==> src/common/ttm_pkg.sv <==
// Purpose: shared constants for the thermal threshold monitor
// Assumes: 32-bit register port, word-aligned offsets chosen locally
// Notes: codes are 10-bit, larger code means hotter
package ttm_pkg;
  localparam int TTM_CODE_W = 10;
  localparam int TTM_NUM_DOM = 2;
  localparam int TTM_DOM_W = 1;
  localparam int TTM_ADDR_W = 8;
  // register byte offsets, one block of four words per domain
  localparam logic [7:0] TTM_DOM_STRIDE = 8'h10;
  localparam logic [7:0] TTM_OFS_THRESH = 8'h00; // temperature_threshold_per_domain
  localparam logic [7:0] TTM_OFS_STATUS = 8'h04; // current code and pending events
  localparam logic [7:0] TTM_OFS_CTRL = 8'h08;   // event enables
  localparam logic [7:0] TTM_OFS_ACK = 8'h0C;    // write one to clear events
  // threshold register fields
  localparam int TTM_HOT_LSB = 16;  // upper_limit_field [25:16]
  localparam int TTM_COLD_LSB = 0;  // lower_limit_field [9:0]
  // status register fields
  localparam int TTM_ST_CODE_LSB = 0;
  localparam int TTM_ST_HOT_BIT = 16;
  localparam int TTM_ST_COLD_BIT = 17;
  localparam int TTM_ST_SHUT_BIT = 18;
  // control register fields
  localparam int TTM_CTL_HOT_EN = 0;
  localparam int TTM_CTL_COLD_EN = 1;
  // reset values
  localparam logic [9:0] TTM_HOT_RST = 10'h3C0;
  localparam logic [9:0] TTM_COLD_RST = 10'h000;
  localparam logic [1:0] TTM_CTL_RST = 2'h1;
  // fused shutdown limit and release hysteresis defaults
  localparam logic [9:0] TTM_SHUT_DEF = 10'h3F0;
  localparam logic [9:0] TTM_SHUT_HYST_DEF = 10'h020;
endpackage : ttm_pkg

==> src/core/ttm_monitor.sv <==
// Purpose: multi-domain thermal threshold monitor with register port
// Assumes: converter results arrive from the analog side, asynchronous
// Notes: valid handshake is a toggle, code is held stable around it
`timescale 1ns/1ps
module ttm_monitor
  import ttm_pkg::*;
#(
  parameter logic [TTM_CODE_W-1:0] SHUT_LIMIT = TTM_SHUT_DEF,
  parameter logic [TTM_CODE_W-1:0] SHUT_HYST = TTM_SHUT_HYST_DEF
)(
  // clock and reset
  input wire logic i_sys_clk,
  input wire logic i_rstn,
  // converter side, one toggle and code per domain
  input wire logic [TTM_NUM_DOM-1:0] i_conv_tgl,
  input wire logic [TTM_NUM_DOM*TTM_CODE_W-1:0] i_conv_code,
  // register port
  input wire logic [TTM_ADDR_W-1:0] i_addr,
  input wire logic [31:0] i_wdata,
  input wire logic i_wr,
  input wire logic i_rd,
  output logic [31:0] o_rdata,
  // event and reset outputs
  output logic [TTM_NUM_DOM-1:0] o_hot_evt,
  output logic [TTM_NUM_DOM-1:0] o_cold_evt,
  output logic o_thermal_shutdown_reset
);
  // ----------------------------------------
  // register decode
  // ----------------------------------------
  // domain index field sits just above the word offset
  localparam int DOM_LSB = $clog2(TTM_DOM_STRIDE);

  // word within a domain block, one-hot: ack, ctrl, status, threshold
  function automatic logic [3:0] ofs_sel(input logic [TTM_ADDR_W-1:0] a);
    logic [7:0] o;
    o = a & (TTM_DOM_STRIDE - 8'h01);
    if (o == TTM_OFS_THRESH) begin
      ofs_sel = 4'h1;
    end else if (o == TTM_OFS_STATUS) begin
      ofs_sel = 4'h2;
    end else if (o == TTM_OFS_CTRL) begin
      ofs_sel = 4'h4;
    end else if (o == TTM_OFS_ACK) begin
      ofs_sel = 4'h8;
    end else begin
      ofs_sel = 4'h0;
    end
  endfunction : ofs_sel

  logic [TTM_DOM_W-1:0] dom_idx;
  logic dom_ok;
  logic [3:0] sel;
  logic sel_thresh, sel_status, sel_ctrl, sel_ack;

  // domain index and word select; addresses past the last domain select nothing
  assign dom_idx = i_addr[DOM_LSB +: TTM_DOM_W];
  assign dom_ok = (i_addr >> DOM_LSB) < TTM_NUM_DOM;
  assign sel = dom_ok ? ofs_sel(i_addr) : 4'h0;

  // one named select per register word
  assign sel_thresh = sel[0];
  assign sel_status = sel[1];
  assign sel_ctrl = sel[2];
  assign sel_ack = sel[3];

  logic [TTM_CODE_W-1:0] hot_lim_r [TTM_NUM_DOM];
  logic [TTM_CODE_W-1:0] cold_lim_r [TTM_NUM_DOM];
  logic [1:0] ctl_r [TTM_NUM_DOM];
  logic [TTM_CODE_W-1:0] code_w [TTM_NUM_DOM];
  logic [TTM_NUM_DOM-1:0] hot_w, cold_w, shut_w;
  logic [31:0] rdata_r;
  logic [TTM_NUM_DOM-1:0] hot_o_r, cold_o_r;
  logic shut_o_r;

  // ----------------------------------------
  // per-domain sync and compare
  // ----------------------------------------
  genvar g;
  generate
    for (g = 0; g < TTM_NUM_DOM; g++) begin : g_dom
      logic [2:0] tgl_r;
      logic [TTM_CODE_W-1:0] c1_r, c2_r;
      logic vld;
      logic wr_me, wr_thresh, wr_ctrl, ack_h, ack_c;

      // new result when the synced toggle changes; writes aimed at this domain
      assign vld = tgl_r[2] ^ tgl_r[1];
      assign wr_me = i_wr && (dom_idx == TTM_DOM_W'(g));
      assign wr_thresh = wr_me && sel_thresh;
      assign wr_ctrl = wr_me && sel_ctrl;
      assign ack_h = wr_me && sel_ack && i_wdata[TTM_ST_HOT_BIT];
      assign ack_c = wr_me && sel_ack && i_wdata[TTM_ST_COLD_BIT];

      // two-stage sync of the toggle, third stage for its edge
      always_ff @(posedge i_sys_clk or negedge i_rstn) begin
        if (!i_rstn) begin
          tgl_r <= '0;
        end else begin
          tgl_r <= {tgl_r[1:0], i_conv_tgl[g]};
        end
      end

      // two-stage sync of the code, settled before the toggle edge is seen
      always_ff @(posedge i_sys_clk or negedge i_rstn) begin
        if (!i_rstn) begin
          c1_r <= '0;
          c2_r <= '0;
        end else begin
          c1_r <= i_conv_code[g*TTM_CODE_W +: TTM_CODE_W];
          c2_r <= c1_r;
        end
      end

      // software settings
      always_ff @(posedge i_sys_clk or negedge i_rstn) begin
        if (!i_rstn) begin
          hot_lim_r[g] <= TTM_HOT_RST;
          cold_lim_r[g] <= TTM_COLD_RST;
          ctl_r[g] <= TTM_CTL_RST;
        end else if (wr_thresh) begin
          hot_lim_r[g] <= i_wdata[TTM_HOT_LSB +: TTM_CODE_W];
          cold_lim_r[g] <= i_wdata[TTM_COLD_LSB +: TTM_CODE_W];
        end else if (wr_ctrl) begin
          ctl_r[g] <= {i_wdata[TTM_CTL_COLD_EN], i_wdata[TTM_CTL_HOT_EN]};
        end
      end

      ttm_domain u_dom (
        .i_sys_clk(i_sys_clk),
        .i_rstn(i_rstn),
        .i_valid(vld),
        .i_code(c2_r),
        .i_hot_lim(hot_lim_r[g]),
        .i_cold_lim(cold_lim_r[g]),
        .i_shut_lim(SHUT_LIMIT),
        .i_shut_hyst(SHUT_HYST),
        .i_hot_en(ctl_r[g][TTM_CTL_HOT_EN]),
        .i_cold_en(ctl_r[g][TTM_CTL_COLD_EN]),
        .i_ack_hot(ack_h),
        .i_ack_cold(ack_c),
        .o_code(code_w[g]),
        .o_hot(hot_w[g]),
        .o_cold(cold_w[g]),
        .o_shut(shut_w[g])
      );
    end
  endgenerate

  // ----------------------------------------
  // read mux and outputs
  // ----------------------------------------
  logic [31:0] rd_nxt;
  // read mux; ack word and unmapped words read as zero
  always_comb begin
    rd_nxt = 32'h0000_0000;
    if (sel_thresh) begin
      rd_nxt[TTM_HOT_LSB +: TTM_CODE_W] = hot_lim_r[dom_idx];
      rd_nxt[TTM_COLD_LSB +: TTM_CODE_W] = cold_lim_r[dom_idx];
    end else if (sel_status) begin
      rd_nxt[TTM_ST_CODE_LSB +: TTM_CODE_W] = code_w[dom_idx];
      rd_nxt[TTM_ST_HOT_BIT] = hot_w[dom_idx];
      rd_nxt[TTM_ST_COLD_BIT] = cold_w[dom_idx];
      rd_nxt[TTM_ST_SHUT_BIT] = shut_w[dom_idx];
    end else if (sel_ctrl) begin
      rd_nxt[TTM_CTL_HOT_EN] = ctl_r[dom_idx][TTM_CTL_HOT_EN];
      rd_nxt[TTM_CTL_COLD_EN] = ctl_r[dom_idx][TTM_CTL_COLD_EN];
    end
  end

  // read data stands one cycle after the strobe, zero otherwise
  always_ff @(posedge i_sys_clk or negedge i_rstn) begin
    if (!i_rstn) begin
      rdata_r <= 32'h0000_0000;
    end else begin
      rdata_r <= i_rd ? rd_nxt : 32'h0000_0000;
    end
  end

  // pending hot events, one per domain
  always_ff @(posedge i_sys_clk or negedge i_rstn) begin
    if (!i_rstn) begin
      hot_o_r <= '0;
    end else begin
      hot_o_r <= hot_w;
    end
  end

  // pending cold events, one per domain
  always_ff @(posedge i_sys_clk or negedge i_rstn) begin
    if (!i_rstn) begin
      cold_o_r <= '0;
    end else begin
      cold_o_r <= cold_w;
    end
  end

  // shutdown reset while any domain holds its shutdown state
  always_ff @(posedge i_sys_clk or negedge i_rstn) begin
    if (!i_rstn) begin
      shut_o_r <= 1'b0;
    end else begin
      shut_o_r <= |shut_w;
    end
  end

  assign o_rdata = rdata_r;
  assign o_hot_evt = hot_o_r;
  assign o_cold_evt = cold_o_r;
  assign o_thermal_shutdown_reset = shut_o_r;
endmodule : ttm_monitor

==> src/core/ttm_domain.sv <==
// Purpose: comparisons and event flags for one voltage domain
// Assumes: code input already synchronised and qualified by a valid pulse
// Notes: flag set wins over acknowledge in the same cycle
`timescale 1ns/1ps
module ttm_domain
  import ttm_pkg::*;
(
  // clock and reset
  input wire logic i_sys_clk,
  input wire logic i_rstn,
  // conversion result
  input wire logic i_valid,
  input wire logic [TTM_CODE_W-1:0] i_code,
  // settings
  input wire logic [TTM_CODE_W-1:0] i_hot_lim,
  input wire logic [TTM_CODE_W-1:0] i_cold_lim,
  input wire logic [TTM_CODE_W-1:0] i_shut_lim,
  input wire logic [TTM_CODE_W-1:0] i_shut_hyst,
  input wire logic i_hot_en,
  input wire logic i_cold_en,
  input wire logic i_ack_hot,
  input wire logic i_ack_cold,
  // state
  output logic [TTM_CODE_W-1:0] o_code,
  output logic o_hot,
  output logic o_cold,
  output logic o_shut
);
  logic [TTM_CODE_W-1:0] code_r;
  logic hot_r, cold_r, shut_r;
  logic hot_hit, cold_hit, shut_hit, shut_clear;
  logic [TTM_CODE_W:0] rel_lim;

  // compare each new result
  assign hot_hit = i_valid && i_hot_en && (i_code > i_hot_lim);
  assign cold_hit = i_valid && i_cold_en && (i_code < i_cold_lim);
  assign shut_hit = i_valid && (i_code > i_shut_lim);
  assign rel_lim = {1'b0, i_shut_lim} - {1'b0, i_shut_hyst};
  assign shut_clear = i_valid && !rel_lim[TTM_CODE_W] && (i_code < rel_lim[TTM_CODE_W-1:0]);

  // sticky flags, set beats acknowledge
  always_ff @(posedge i_sys_clk or negedge i_rstn) begin
    if (!i_rstn) begin
      code_r <= '0;
      hot_r <= 1'b0;
      cold_r <= 1'b0;
      shut_r <= 1'b0;
    end else begin
      if (i_valid) code_r <= i_code;
      hot_r <= hot_hit | (hot_r & ~i_ack_hot);
      cold_r <= cold_hit | (cold_r & ~i_ack_cold);
      if (shut_hit) shut_r <= 1'b1;
      else if (shut_clear) shut_r <= 1'b0;
    end
  end

  assign o_code = code_r;
  assign o_hot = hot_r;
  assign o_cold = cold_r;
  assign o_shut = shut_r;
endmodule : ttm_domain

==> config.mk <==
export PLATFORM = sky130hd
export DESIGN_NAME = ttm_monitor
export DESIGN_NICKNAME = d
export VERILOG_FILES = /design/src/common/ttm_pkg.sv /design/src/core/ttm_monitor.sv /design/src/core/ttm_domain.sv
export SDC_FILE = /design/constraint.sdc
export NUM_CORES = 1
export LEC_CHECK = 0
export BUFFER_PORTS_ARGS = -buffer_cell sky130_fd_sc_hd__buf_2
export CORE_ASPECT_RATIO = 1.2
export CORE_UTILIZATION = 35
export CTS_BUF_LIST = sky130_fd_sc_hd__clkbuf_8
export CTS_CLUSTER_DIAMETER = 200
export DETAILED_ROUTE_END_ITERATION = 8
export HOLD_SLACK_MARGIN = 0.08
export PLACE_DENSITY_LB_ADDON = 0.15
export SLEW_MARGIN = 20
export SYNTH_ARGS = -nofsm -noshare
export SYNTH_HDL_FRONTEND = slang
export SYNTH_SLANG_ARGS = --single-unit
==> constraint.sdc <==
create_clock -name i_sys_clk -period 1.8 [get_ports i_sys_clk]
set_input_delay 0.09 -clock i_sys_clk [delete_from_list [all_inputs] [get_ports i_sys_clk]]
set_output_delay 0.09 -clock i_sys_clk [all_outputs]
set_load 0.01 [all_outputs]
==> impl_metrics.toml <==
[clock_network]
cts_post_setup_buffers_inserted = 0
clkTransAtPathRegs_ns = 0.08
insertion_delay_ns = 0.45
clock_tree.root_cell = "clkbuf_8"
tritoncts = "done"
htreeDepth = 4
cts_buffers = 17
cts_sinks = 141
cts_max_path_buffers = 2

[placed_design]
place_inst = 809
place.gp.congestion = 0.8027
dpl_cell_area_um2 = 6925
hpwl_mm = 10.65
post-place-ws_ns = -0.2220
place.port_buffers = 78

[drt]
num_vias = 4210
ant_nets = 0
remaining_drc_errors = 0
drt_wl_total_mm = 14.58
wl_per_cell_um = 16.44
firstDrtPassIters = 4
dr.first_iter.drc_count = 187
detail_route.vias_per_cell = 4.746

[final_layout]
layout-drive-gt1-share = 0.2981
final_util = 0.4595
n_antenna_cell = 0
seqCellArea_um2 = 3541
finalNetCount = 762
final_area_um2 = 7833
finish.cell_count_without_fillers = 887
area_delta_synth_final_pct = 27.18
fillers = 1606
multiInputGateArea_um2 = 2335

[floorplan]
row_count = 52
fp.dieH_um = 147.3
dieWidth_um = 123.1
io_pins = 103
initial_core_util = 0.3613
coreArea_um2 = 17050
die-area_um2 = 18130

[critical_path]
end_kind = "register"
ff2ff_setup_slack_ns = 0.02
critPathKind = "register to register"
ff2ff_path_depth = 6
worstPathArrival_ns = 2.11
critical_path_buf_inv_count = 1
crit_slowest_cell = "dfstp_2"
worstSetupStartpoint = "hot_lim_r[7]"
cp_max_fo = 2
cp.required_ns = 2.13
crit_chain = "inv_1 > ha_1 > a211oi_2 > nor2_1 > nor4_2 > o21ai_1"
critPathTopFamily = "flip-flops"
startpoint_type = "register"
r2r-end = "g_dom[1].u_dom.o_hot"
critPathMaxStageDelay_ns = 0.53
r2r-start = "hot_lim_r[7]"

[worst_hold_path]
hp-class = "primary input to asynchronous set/reset pin"

[synth]
ys.flop_type = "dfrtp_1"
synthTopCellsByArea = "dfrtp_1 (53%), ha_1 (7.7%), mux2i_1 (5.7%), mux2_2 (4.4%), dfstp_2 (4.3%)"
synth-simple-area-share = 0.07558
yosysSeqAreaShare = 0.5750
synth_compound_area_frac = 0.09935
synth_enable_flop_cells = 0
synth_top_area_frac = 0.5323
avgSynthCellArea_um2 = 12.19
synth_seq_cells = 141
ys_warn_count = 0
synth_cell_types = 42
yosys.area.top_type = "dfrtp_1"
muxShareOfSynthArea = 0.1081
synth-xor-area-share = 0.002844
synthAdderAreaFrac = 0.07720
synth_area_um2 = 6158
synthCells = 505
synth_top_family_by_area = "multiplexers"
async_reset_ff_frac = 1.000

[power]
power_density_nw_per_um2 = 884.7
ir_drop_uv = 364.4
p_leak_nw = 3.911
total_power_mw = 6.929

[sta]
period_minus_slack_ns = 1.780
worst_slack_ns = 0.01967
drv_slew = 0
setup_violations = 0
finalCritPeriodShare = 0.9891
rsz0062_at_grt = "true"
whs_ns = 0.1466
tns_ns = 0
hold_viol_final = 0
timing.fmax_ghz = 0.5617
finalClockSkew_ns = 0.01007

[status]
status = "finished, final reports clean"

[global_route]
gr-total-overflow = 0
antenna_found_initial = 0
grt_use_total = 0.1773
grt_pass1_vias = 4363
grt_max_degree = 49
grt_pass1_wl_mm = 23.56

[job]
max_cap_viol_count = 0
==> power by group <==
group	total, mW	internal [mW]	switching (mW)	leakage [nW]
registers	3.52	3.39	0.130	1.62
logic	0.852	0.421	0.430	2.07
clock network	2.56	1.41	1.15	0.223
total	6.93	5.22	1.71	3.91
==> Yosys cell counts (5+ instances only) <==
master and number:
mux2i_1 35, o21ai_0 14, o22ai_1 16, o21ai_1 11
nor2_1 17, a211oi_1 5, dfstp_2 10, buf_4 13
o21ai_2 20, clkbuf_1 7, mux2_2 24, a21oi_1 10
nand4_1 9, buf_6 7, dfrtp_1 131, nand2_1 46
inv_1 43, ha_1 38
==> flip-flops by register name, summed over array words and instances (netlist names) <==
register	count
o_rdata	20
g_dom.u_dom.o_code	20
g_dom.u_dom.o_cold	2
g_dom.c2_r	20
g_dom.c1_r	20
o_cold_evt	2
g_dom.u_dom.o_hot	2
g_dom.u_dom.o_shut	2
o_thermal_shutdown_reset	1
hot_lim_r	20
g_dom.tgl_r	6
ctl_r	4
cold_lim_r	20
o_hot_evt	2
==> layout by cell type (no fill, tap or decap), types with 4 or more instances in the layout <==
| cell type | Yosys | layout |
|---|---|---|
| nand4_1 | 9 | 9 |
| mux2i_1 | 35 | 35 |
| dlygate4sd3_1 | 0 | 46 |
| dfstp_2 | 10 | 10 |
| o21ai_1 | 11 | 13 |
| buf_4 | 13 | 25 |
| inv_1 | 43 | 49 |
| buf_2 | 2 | 77 |
| buf_12 | 0 | 4 |
| nand2_1 | 46 | 46 |
| mux2_2 | 24 | 24 |
| conb_1 | 1 | 12 |
| clkbuf_8 | 0 | 19 |
| a21oi_1 | 10 | 10 |
| nor2_1 | 17 | 17 |
| o22ai_1 | 16 | 16 |
| dfrtp_1 | 131 | 131 |
| o21ai_0 | 14 | 12 |
| o21ai_2 | 20 | 20 |
| ha_1 | 38 | 37 |
==> how the worst max path moves through the flow <==
stage / end / slack, ns / cells after the start
6_report: g_dom[1].u_dom.o_hot / 0.02 / 6
3_5_place_dp: cold_lim_r[16] / -0.22 / 6
2_1_floorplan: cold_lim_r[0] / -0.03 / 6
5_1_grt: g_dom[1].u_dom.o_hot / -0.07 / 6
4_1_cts: g_dom[1].u_dom.o_hot / 0.01 / 6
3_3_place_gp: o_rdata[9] / -0.23 / 8
==> cells by family (layout without fill, tap and decap cells) <==
kind of cell,Yosys count,count (layout)
adders and majority gates,38,38
and+or+nand+nor,96,96
other,1,12
AOI/OAI and AO/OA,91,91
xor gates and xnor gates,2,2
muxes,63,63
buffers and inverters,73,228
DFF,141,141
==> area by class of cell <==
| type | instances | share of cell area |
|---|---|---|
| Inverter | 43 | 0.02061 |
| Multi-Input combinational cell | 302 | 0.2981 |
| Sequential cell | 141 | 0.4521 |
| Timing Repair Buffer | 153 | 0.1436 |
| Tap cell | 216 | 0.03450 |
| Clock buffer | 19 | 0.03339 |
| Clock inverter | 13 | 0.01773 |
==> layer usage <==
layer / vias to the layer above / global-route usage / routed length (µm)
li1: 2041 / - / -
met1: 2053 / 0.2370 / 6709
met2: 95 / 0.2801 / 7028
met3: 21 / 0.03533 / 536
met4: 0 / 0.07229 / 308
met5: - / 0 / 0
==> what timing repair did <==
action / CTS / global route
endpoints found under the setup margin: 2 / 3
hold buffers: 46 / 0
pin swaps: 1 / 5
endpoints found under the hold margin: 182 / 0
gates resized for setup: 2 / 8
gates cloned: 0 / 0
(Power assumes the default switching activity.)
